`src/core/touch_adc_consts.vh`:
```
`ifndef TOUCH_ADC_CONSTS_VH
`define TOUCH_ADC_CONSTS_VH

// Register byte offsets on the APB side
`define OFS_CTRL        12'h000
`define OFS_STATUS      12'h004
`define OFS_RESULT      12'h008
`define OFS_COUNT       12'h00c

// Control register fields and reset value
`define CTRL_EN_BIT     0
`define CTRL_RESET      32'h0000_0001

// Status register field positions
`define ST_STATE_LSB    0
`define ST_BUSY_BIT     2
`define ST_ADC_BIT      3
`define ST_REF_BIT      4
`define ST_CS_BIT       5
`define ST_CMD_LSB      8

// Control word field positions
`define CW_START_BIT    7
`define CW_ADDR_MSB     6
`define CW_ADDR_LSB     4
`define CW_MODE_BIT     3
`define CW_DIFF_BIT     2
`define CW_PD_HI_BIT    1
`define CW_PD_LO_BIT    0

// Serial frame lengths in shift clock cycles
`define CMD_LEN         4'd8
`define FRAME12_LEN     5'd16
`define FRAME8_LEN      5'd12

// Power mode after power-on reset
`define PD_RESET        2'b00

`endif

```
`src/core/pin_sync.v`:
```
`timescale 1ns/10ps

// Two-stage synchroniser bank for asynchronous pin inputs
module pin_sync #(
  parameter WIDTH     = 3,
  parameter RESET_VAL = 3'b000
) (
  input  wire             core_clk,
  input  wire             rst,
  input  wire [WIDTH-1:0] async_in,
  output wire [WIDTH-1:0] sync_out
);

  reg [WIDTH-1:0] meta_r;   // First stage, read only by the second
  reg [WIDTH-1:0] sync_r;   // Second stage, safe to use

  // Both stages clocked every edge; reset to the idle pin level
  always @(posedge core_clk) begin
    if (rst) begin
      meta_r <= RESET_VAL;
      sync_r <= RESET_VAL;
    end else begin
      meta_r <= async_in;
      sync_r <= meta_r;
    end
  end

  assign sync_out = sync_r;

endmodule

```
`src/core/apb_regs.v`:
```
`timescale 1ns/10ps
`include "touch_adc_consts.vh"

// APB slave holding the control register and presenting status words
module apb_regs (
  input  wire        core_clk,
  input  wire        rst,
  input  wire        psel,
  input  wire        penable,
  input  wire        pwrite,
  input  wire [11:0] paddr,
  input  wire [31:0] pwdata,
  output reg  [31:0] prdata,
  output reg         pready,
  output reg         pslverr,
  input  wire [31:0] status_word,
  input  wire [31:0] result_word,
  input  wire [31:0] count_word,
  output reg         link_en_r,
  output reg         count_clr_r
);

  localparam [31:0] CTRL_RST_WORD = `CTRL_RESET;  // Control word after reset

  wire setup_c;   // Setup cycle of a transfer
  wire access_c;  // Access cycle, transfer completes here

  assign setup_c  = psel & ~penable;
  assign access_c = psel & penable & pready;

  // Read data and error are prepared in setup so they stand from flops in access
  always @(posedge core_clk) begin
    if (rst) begin
      prdata  <= 32'h0000_0000;
      pready  <= 1'b0;
      pslverr <= 1'b0;
    end else if (setup_c) begin
      pready  <= 1'b1;
      pslverr <= 1'b0;
      prdata  <= 32'h0000_0000;
      if (paddr == `OFS_CTRL) begin
        prdata <= {31'h0000_0000, link_en_r};
      end else if (paddr == `OFS_STATUS) begin
        prdata <= status_word;
      end else if (paddr == `OFS_RESULT) begin
        prdata <= result_word;
      end else if (paddr == `OFS_COUNT) begin
        prdata <= count_word;
      end else begin
        pslverr <= 1'b1;  // Unmapped address
      end
    end else begin
      pready  <= 1'b0;
      pslverr <= 1'b0;
    end
  end

  // Writes take effect at the completing edge of the access phase
  always @(posedge core_clk) begin
    if (rst) begin
      link_en_r   <= CTRL_RST_WORD[`CTRL_EN_BIT];
      count_clr_r <= 1'b0;
    end else begin
      count_clr_r <= 1'b0;
      if (access_c && pwrite) begin
        if (paddr == `OFS_CTRL) begin
          link_en_r <= pwdata[`CTRL_EN_BIT];
        end else if (paddr == `OFS_COUNT) begin
          count_clr_r <= 1'b1;  // Any write clears both counters
        end
      end
    end
  end

endmodule

```
`src/core/touch_adc_serial_readout.v`:
```
`timescale 1ns/10ps
`include "touch_adc_consts.vh"

module touch_adc_serial_readout (
  input  wire        core_clk,
  input  wire        rst,
  input  wire        psel,
  input  wire        penable,
  input  wire        pwrite,
  input  wire [11:0] paddr,
  input  wire [31:0] pwdata,
  output wire [31:0] prdata,
  output wire        pready,
  output wire        pslverr,
  input  wire        serial_shift_clock,
  input  wire        cs_n,
  input  wire        din,
  output reg         dout,
  output reg         dout_oe,
  output reg         busy,
  input  wire [11:0] adc_sample,
  output reg  [2:0]  channel_addr,
  output reg         diff_mode,
  output reg         adc_power_on,
  output reg         ref_power_on
);

  // Protocol states
  localparam ST_IDLE = 2'd0;  // Waiting for a start bit
  localparam ST_CMD  = 2'd1;  // Shifting in the control word
  localparam ST_ACQ  = 2'd2;  // Acquisition, busy sequence
  localparam ST_DATA = 2'd3;  // Shifting the result out

  wire [2:0]  pins_s;        // Synchronised pin levels
  wire        sclk_s;        // Synchronised shift clock
  wire        cs_n_s;        // Synchronised select, active low
  wire        din_s;         // Synchronised command input
  wire        link_en;       // Interface enable from software
  wire        count_clr;     // Counter clear pulse from software
  wire        cs_act;        // Select low and link enabled
  wire        sclk_rise;     // Rising shift clock edge seen
  wire        sclk_fall;     // Falling shift clock edge seen
  wire        cs_rise;       // Select just went inactive
  wire [7:0]  cmd_word;      // Control word including current bit
  wire [31:0] status_word;   // Status register image
  wire [31:0] result_word;   // Result register image
  wire [31:0] count_word;    // Counter register image
  wire        busy_fall_c;   // Busy about to fall, result sampled now
  wire        frame_end_c;   // Last falling edge of a result frame

  reg         sclk_d_r;      // Shift clock one cycle ago
  reg         cs_act_d_r;    // Select activity one cycle ago
  reg  [1:0]  state_r;       // Protocol state
  reg  [3:0]  cmd_cnt_r;     // Control bits received so far
  reg  [7:0]  cmd_sr_r;      // Control word shift register
  reg  [7:0]  ctrl_byte_r;   // Last accepted control word
  reg  [1:0]  pd_pending_r;  // Power mode to apply after conversion
  reg         mode8_r;       // Eight-bit resolution for this conversion
  reg  [15:0] res_sr_r;      // Result shift register
  reg  [4:0]  bit_cnt_r;     // Result shifts remaining
  reg  [11:0] result_r;      // Last complete result
  reg  [15:0] conv_cnt_r;    // Completed conversions
  reg  [15:0] abort_cnt_r;   // Conversions aborted by select

  // Pin inputs pass two flip-flops; select idles high
  pin_sync #(
    .WIDTH     (3),
    .RESET_VAL (3'b010)
  ) u_pin_sync (
    .core_clk (core_clk),
    .rst      (rst),
    .async_in ({din, cs_n, serial_shift_clock}),
    .sync_out (pins_s)
  );

  assign sclk_s = pins_s[0];
  assign cs_n_s = pins_s[1];
  assign din_s  = pins_s[2];

  // Register bus slave
  apb_regs u_apb_regs (
    .core_clk    (core_clk),
    .rst         (rst),
    .psel        (psel),
    .penable     (penable),
    .pwrite      (pwrite),
    .paddr       (paddr),
    .pwdata      (pwdata),
    .prdata      (prdata),
    .pready      (pready),
    .pslverr     (pslverr),
    .status_word (status_word),
    .result_word (result_word),
    .count_word  (count_word),
    .link_en_r   (link_en),
    .count_clr_r (count_clr)
  );

  // Register images built from live state
  assign status_word = {16'h0000, ctrl_byte_r, 2'b00, cs_act, ref_power_on,
                        adc_power_on, busy, state_r};
  assign result_word = {20'h00000, result_r};
  assign count_word  = {abort_cnt_r, conv_cnt_r};

  // Edge detection on synchronised pins
  assign cs_act    = ~cs_n_s & link_en;
  assign sclk_rise = sclk_s & ~sclk_d_r;
  assign sclk_fall = ~sclk_s & sclk_d_r;
  assign cs_rise   = cs_act_d_r & ~cs_act;
  assign cmd_word  = {cmd_sr_r[6:0], din_s};

  // Conversion milestones used by the result capture and the conversion counter
  assign busy_fall_c = cs_act & (state_r == ST_ACQ) & sclk_fall & busy;
  assign frame_end_c = cs_act & (state_r == ST_DATA) & sclk_fall & (bit_cnt_r == 5'd0);

  // Result as delivered: short mode keeps the upper eight bits, low nibble zero
  function [11:0] trim_sample;
    input [11:0] sample;      // Converter code
    input        short_mode;  // Eight-bit resolution selected
    begin
      if (short_mode) begin
        trim_sample = {sample[11:4], 4'h0};
      end else begin
        trim_sample = sample;
      end
    end
  endfunction

  // Delayed copies for edge detection
  always @(posedge core_clk) begin
    if (rst) begin
      sclk_d_r   <= 1'b0;
      cs_act_d_r <= 1'b0;
    end else begin
      sclk_d_r   <= sclk_s;
      cs_act_d_r <= cs_act;
    end
  end

  // Serial protocol engine
  always @(posedge core_clk) begin
    if (rst) begin
      state_r      <= ST_IDLE;
      cmd_cnt_r    <= 4'd0;
      cmd_sr_r     <= 8'h00;
      ctrl_byte_r  <= 8'h00;
      pd_pending_r <= `PD_RESET;
      mode8_r      <= 1'b0;
      res_sr_r     <= 16'h0000;
      bit_cnt_r    <= 5'd0;
      dout         <= 1'b0;
      dout_oe      <= 1'b0;
      busy         <= 1'b0;
      // Channel and power state start cleared, converter off
      channel_addr <= 3'd0;
      diff_mode    <= 1'b0;
      adc_power_on <= 1'b0;
      ref_power_on <= 1'b0;
    end else if (!cs_act) begin
      // Deselected: ignore input, float output, drop busy
      state_r   <= ST_IDLE;
      dout_oe   <= 1'b0;
      busy      <= 1'b0;
      // A half-received control word is dropped
      cmd_cnt_r <= 4'd0;
      dout      <= 1'b0;
      if (cs_rise) begin
        // ADC off at once, reference left as it was
        adc_power_on <= 1'b0;
      end
    end else begin
      // Selected and enabled: drive the result line
      dout_oe <= 1'b1;
      case (state_r)
        ST_IDLE: begin
          // First one on the input opens a control word
          if (sclk_rise && din_s) begin
            state_r   <= ST_CMD;
            cmd_sr_r  <= 8'h01;
            cmd_cnt_r <= 4'd1;
          end
          // Zeros shift out until a result exists
          if (sclk_fall) begin
            dout <= 1'b0;
          end
        end
        ST_CMD: begin
          // Collect the remaining control bits on rising edges
          if (sclk_rise) begin
            cmd_sr_r  <= cmd_word;
            cmd_cnt_r <= cmd_cnt_r + 4'd1;
            if (cmd_cnt_r == `CMD_LEN - 4'd1) begin
              // Full word in: it is the conversion command
              state_r      <= ST_ACQ;
              ctrl_byte_r  <= cmd_word;
              channel_addr <= cmd_word[`CW_ADDR_MSB:`CW_ADDR_LSB];
              diff_mode    <= cmd_word[`CW_DIFF_BIT];
              mode8_r      <= cmd_word[`CW_MODE_BIT];
              pd_pending_r <= {cmd_word[`CW_PD_HI_BIT], cmd_word[`CW_PD_LO_BIT]};
              adc_power_on <= 1'b1;
              ref_power_on <= 1'b1;
            end
          end
          if (sclk_fall) begin
            dout <= 1'b0;
          end
        end
        ST_ACQ: begin
          // Edge driven only, so a slow or halted clock just lengthens it
          if (sclk_fall) begin
            if (!busy) begin
              busy <= 1'b1;
            end else begin
              // Busy falls as the MSB appears on the output
              busy      <= 1'b0;
              state_r   <= ST_DATA;
              dout      <= adc_sample[11];
              if (mode8_r) begin
                // Eight bits then four zeros, four cycles shorter
                res_sr_r  <= {trim_sample(adc_sample, 1'b1), 4'h0};
                bit_cnt_r <= `FRAME8_LEN - 5'd1;
              end else begin
                // Twelve bits then four trailing zeros
                res_sr_r  <= {adc_sample, 4'h0};
                bit_cnt_r <= `FRAME12_LEN - 5'd1;
              end
            end
          end
        end
        ST_DATA: begin
          // One bit per falling edge, no gap at byte boundaries
          if (sclk_fall) begin
            if (bit_cnt_r != 5'd0) begin
              // Next result bit from the shift register
              res_sr_r  <= {res_sr_r[14:0], 1'b0};
              dout      <= res_sr_r[14];
              bit_cnt_r <= bit_cnt_r - 5'd1;
            end else begin
              // Frame done: apply the requested power mode
              state_r      <= ST_IDLE;
              dout         <= 1'b0;
              ref_power_on <= pd_pending_r[1];
              adc_power_on <= pd_pending_r[0];
            end
          end
        end
        default: begin
          // Unused code: recover to idle
          state_r <= ST_IDLE;
        end
      endcase
    end
  end

  // Last result and event counters for software
  always @(posedge core_clk) begin
    if (rst) begin
      result_r    <= 12'h000;
      conv_cnt_r  <= 16'h0000;
      abort_cnt_r <= 16'h0000;
    end else begin
      // Capture the sample at the busy fall
      if (busy_fall_c) begin
        result_r <= trim_sample(adc_sample, mode8_r);
      end
      // Software clear wins over a same-cycle count
      if (count_clr) begin
        conv_cnt_r  <= 16'h0000;
        abort_cnt_r <= 16'h0000;
      end else begin
        // Completion is the last falling edge of the frame
        if (frame_end_c) begin
          conv_cnt_r <= conv_cnt_r + 16'h0001;
        end
        // Aborted means deselected mid command, acquisition or output
        if (cs_rise && state_r != ST_IDLE) begin
          abort_cnt_r <= abort_cnt_r + 16'h0001;
        end
      end
    end
  end

endmodule

```
`config.mk`:
```
export PLATFORM = sky130hd
export DESIGN_NAME = touch_adc_serial_readout
export DESIGN_NICKNAME = d
export VERILOG_FILES = /design/src/core/pin_sync.v /design/src/core/apb_regs.v /design/src/core/touch_adc_serial_readout.v
export VERILOG_INCLUDE_DIRS = /design/src /design/src/core
export SDC_FILE = /design/constraint.sdc
export NUM_CORES = 1
export LEC_CHECK = 0
export BUFFER_PORTS_ARGS = -buffer_cell sky130_fd_sc_hd__buf_2
export CORE_MARGIN = 5
export CORE_UTILIZATION = 55
export DETAILED_ROUTE_END_ITERATION = 7
export PLACE_DENSITY_LB_ADDON = 0.25
export SYNTH_ARGS = -nofsm -noshare
export SYNTH_HDL_FRONTEND = slang
export SYNTH_SLANG_ARGS = --single-unit
```
`constraint.sdc`:
```
create_clock -name core_clk -period 2.4 [get_ports core_clk]
set_input_delay 0.24 -clock core_clk [delete_from_list [all_inputs] [get_ports core_clk]]
set_output_delay 0.24 -clock core_clk [all_outputs]
set_load 0.005 [all_outputs]
```
==> impl_metrics.json <==
{
  "wl_per_cell_um": 16.0,
  "r2r_setup_slack_ps": 220,
  "area_delta_synth_final_pct": 22.5,
  "slew_viol_final": 0,
  "numCtsBuffers": 17,
  "initial_core_util": 0.559,
  "postRouteAntennaNets": 0,
  "top_layer_used": "met4",
  "ys_ff_latch": 129,
  "crit_type": "flop to flop",
  "cap_violations": 0,
  "outcome": "completed",
  "rows": 37,
  "critPathCaptureType": "flop",
  "hold_ws_ps": 40.7,
  "ir_drop_mv": 0.472,
  "clk_latency_ps": 530,
  "grt_pass1_wl_um": 24100,
  "antenna_found_initial": 0,
  "hold_viol": 0,
  "cts_tree": "built",
  "worst-endpoint-required_ps": 2770,
  "power_density_nw_per_um2": 718,
  "coreArea_um2": 10300,
  "track_usage": 0.230,
  "wl_met1_um": 6260,
  "clock_path_buffers": 2,
  "min_from": "psel",
  "min_path_cells": 3,
  "grt_pass1_vias": 5133,
  "period_share": 0.909,
  "wirelength_um": 14400,
  "die_w_um": 112,
  "grt-ovfl-total": 0,
  "startpoint": "state_r[0]",
  "n_antenna_cell": 0,
  "yosysSeqAreaShare": 0.449,
  "die_area_um2": 12600,
  "syn_area_per_cell_um2": 8.63,
  "leakagePower_nw": 2.64,
  "synth_edf_count": 0,
  "pin_count": 107,
  "cts_max_level": 4,
  "yosysWarningCount": 0,
  "vias_per_cell": 5.93,
  "detailed_place_hpwl_um": 9960,
  "root_buffer": "clkbuf_8",
  "met3_length_um": 864,
  "wl_met2_um": 7020,
  "hold_path.class": "primary input to flop",
  "rsz0062_at_grt": "false",
  "drc": 0,
  "final_common_cell": "dfxtp_1",
  "cts.sinks": 129,
  "tns_ps": 0,
  "setup_violations": 0,
  "slew_headroom": 0.565,
  "post_cts_buffers": 0,
  "rr_worst_depth": 7,
  "max_freq_mhz": 459,
  "async_flop_share": 0,
  "crit_fanout": 10,
  "layout.nets": 822,
  "firstDrtPassIters": 6,
  "drtIter0Drc": 362,
  "r2r_start": "state_r[0]",
  "portBuffers": 75,
  "postLayoutSetupSlackWorst_ps": 219,
  "gp_congestion": 0.839,
  "startpoint_type": "flop",
  "worst_slew_pin_slew_ps": 651,
  "worstPathArrival_ps": 2550,
  "skew_ps": 14.1,
  "whs_endpoint": "u_apb_regs.pready",
  "syn_nets": 739,
  "netlist_area_um2": 5750,
  "place_ws_ps": 265,
  "drive_gt1_frac": 0.188,
  "rr_endpoint": "res_sr_r[9]",
  "die_h_um": 112,
  "layout_min_cycle_time_ps": 2180,
  "synth_cells": 666,
  "mostFrequentLayoutCells": "129 x dfxtp_1, 75 x buf_2, 74 x a21oi_1",
  "yosys.cell_types.count": 59,
  "clkSlewWorstSetupHoldPaths_ps": 60,
  "ys.flop_type": "dfxtp_1",
  "vias": 5323,
  "grt_max_degree": 53
}
per-stage QoR:
stage / cell area, µm² / power [mW] / cells / util
2_1_floorplan: 5750 / 2.28 / 666 / -
3_3_place_gp: 6240 / 2.34 / 850 / 0.607
3_5_place_dp: 6240 / 2.34 / 850 / 0.607
4_1_cts: 7040 / 5.08 / 898 / 0.685
5_1_grt: 7040 / 5.20 / 898 / 0.685
6_report: 7040 / 5.05 / 898 / 0.685
worst max-delay path, cell delays in order, from the launching register on:
cell	delay, ps
dfxtp_1	370
inv_1	110
ha_1	230
mux2_2	250
nand3_1	190
buf_4	220
nor2_1	490
a211oi_1	170
per-layer routing:
metal  up-vias  track usage
li1       2600            -
met1      2532        0.289
met2       170        0.389
met3        21       0.0474
met4         0       0.0897
met5         -            0
timing repair:
| action | CTS | global route |
|---|---|---|
| gates resized for setup | 0 | 1 |
| setup endpoints to repair | 0 | 1 |
| hold buffers | 16 | 0 |
| hold endpoints to repair | 16 | 0 |
cells in the mapped netlist, types with 3 or more instances:
cell        n  share of area
nand3b_1    7         0.0091
nand3_1    30          0.026
mux2i_1    24          0.042
xnor2_1     3         0.0046
and4_1      3         0.0046
o21ai_0    10         0.0087
nor2b_1    12          0.013
buf_1       3         0.0020
a22oi_1    21          0.027
o31a_1      3         0.0046
ha_1        9          0.020
nor2_1     66          0.043
or4_1      14          0.018
o31ai_1    15          0.020
buf_4       3         0.0039
o41ai_1     8          0.012
a21oi_1    74          0.064
dfxtp_1   129           0.45
nand2b_1    6         0.0065
nor4_1      9         0.0098
nor3b_1     4         0.0052
nand4_1    14          0.015
a211oi_1   12          0.016
or2_2       4         0.0044
nor3_1      4         0.0035
o21a_1      3         0.0039
or3_1      13          0.014
and3_1      7         0.0076
xor2_1      4         0.0061
clkbuf_1   37          0.024
nand2_1    61          0.040
mux2_2      3         0.0059
a32oi_1     3         0.0046
inv_1      16          0.010
sequential cells by signal, summed over array words and instances, names as in the netlist, 2 cells and up:
signal               count
channel_addr             2
u_pin_sync.meta_r        3
abort_cnt_r             16
res_sr_r                11
bit_cnt_r                5
result_r                12
state_r                  2
cmd_cnt_r                4
conv_cnt_r              16
ctrl_byte_r              6
cmd_sr_r                 7
u_apb_regs.prdata       32
u_pin_sync.sync_out      3
report_power, final:
group | leakage [nW] | internal, mW | switching (mW) | total, mW
Sequential | 1.04 | 2.15 | 0.00494 | 2.15
Clock | 0.307 | 1.77 | 0.963 | 2.74
Combinational | 1.29 | 0.0649 | 0.0978 | 0.163
Total | 2.64 | 3.99 | 1.07 | 5.05
kinds of logic after synthesis:
logic type / count (synthesis) / share of synthesized area
xor+xnor: 7 / 0.0107
flops: 129 / 0.449
buf+inv: 64 / 0.0468
fa+ha+maj: 9 / 0.0196
mux: 28 / 0.0516
compound gates: 163 / 0.181
simple gates: 266 / 0.241
layout make-up:
class                      instances  area [µm²]
fill                             856        3240
multi-input combinational        473        2900
sequential                       129        2580
timing repair buffer             111         686
clock buffer                      20         455
clock inverter                    12         180
tap                              136         170
inverter                          17        63.8
how the worst max path moves through the flow:
stage	endpoint	slack, ps	cells past startpoint
global placement	res_sr_r[12]	300	7
detailed placement	state_r[0]	260	6
global route	state_r[0]	70	6
floorplan	abort_cnt_r[11]	280	7
CTS	state_r[0]	230	6
finish	res_sr_r[9]	220	7
No activity file was read; power rests on OpenSTA's default activity.
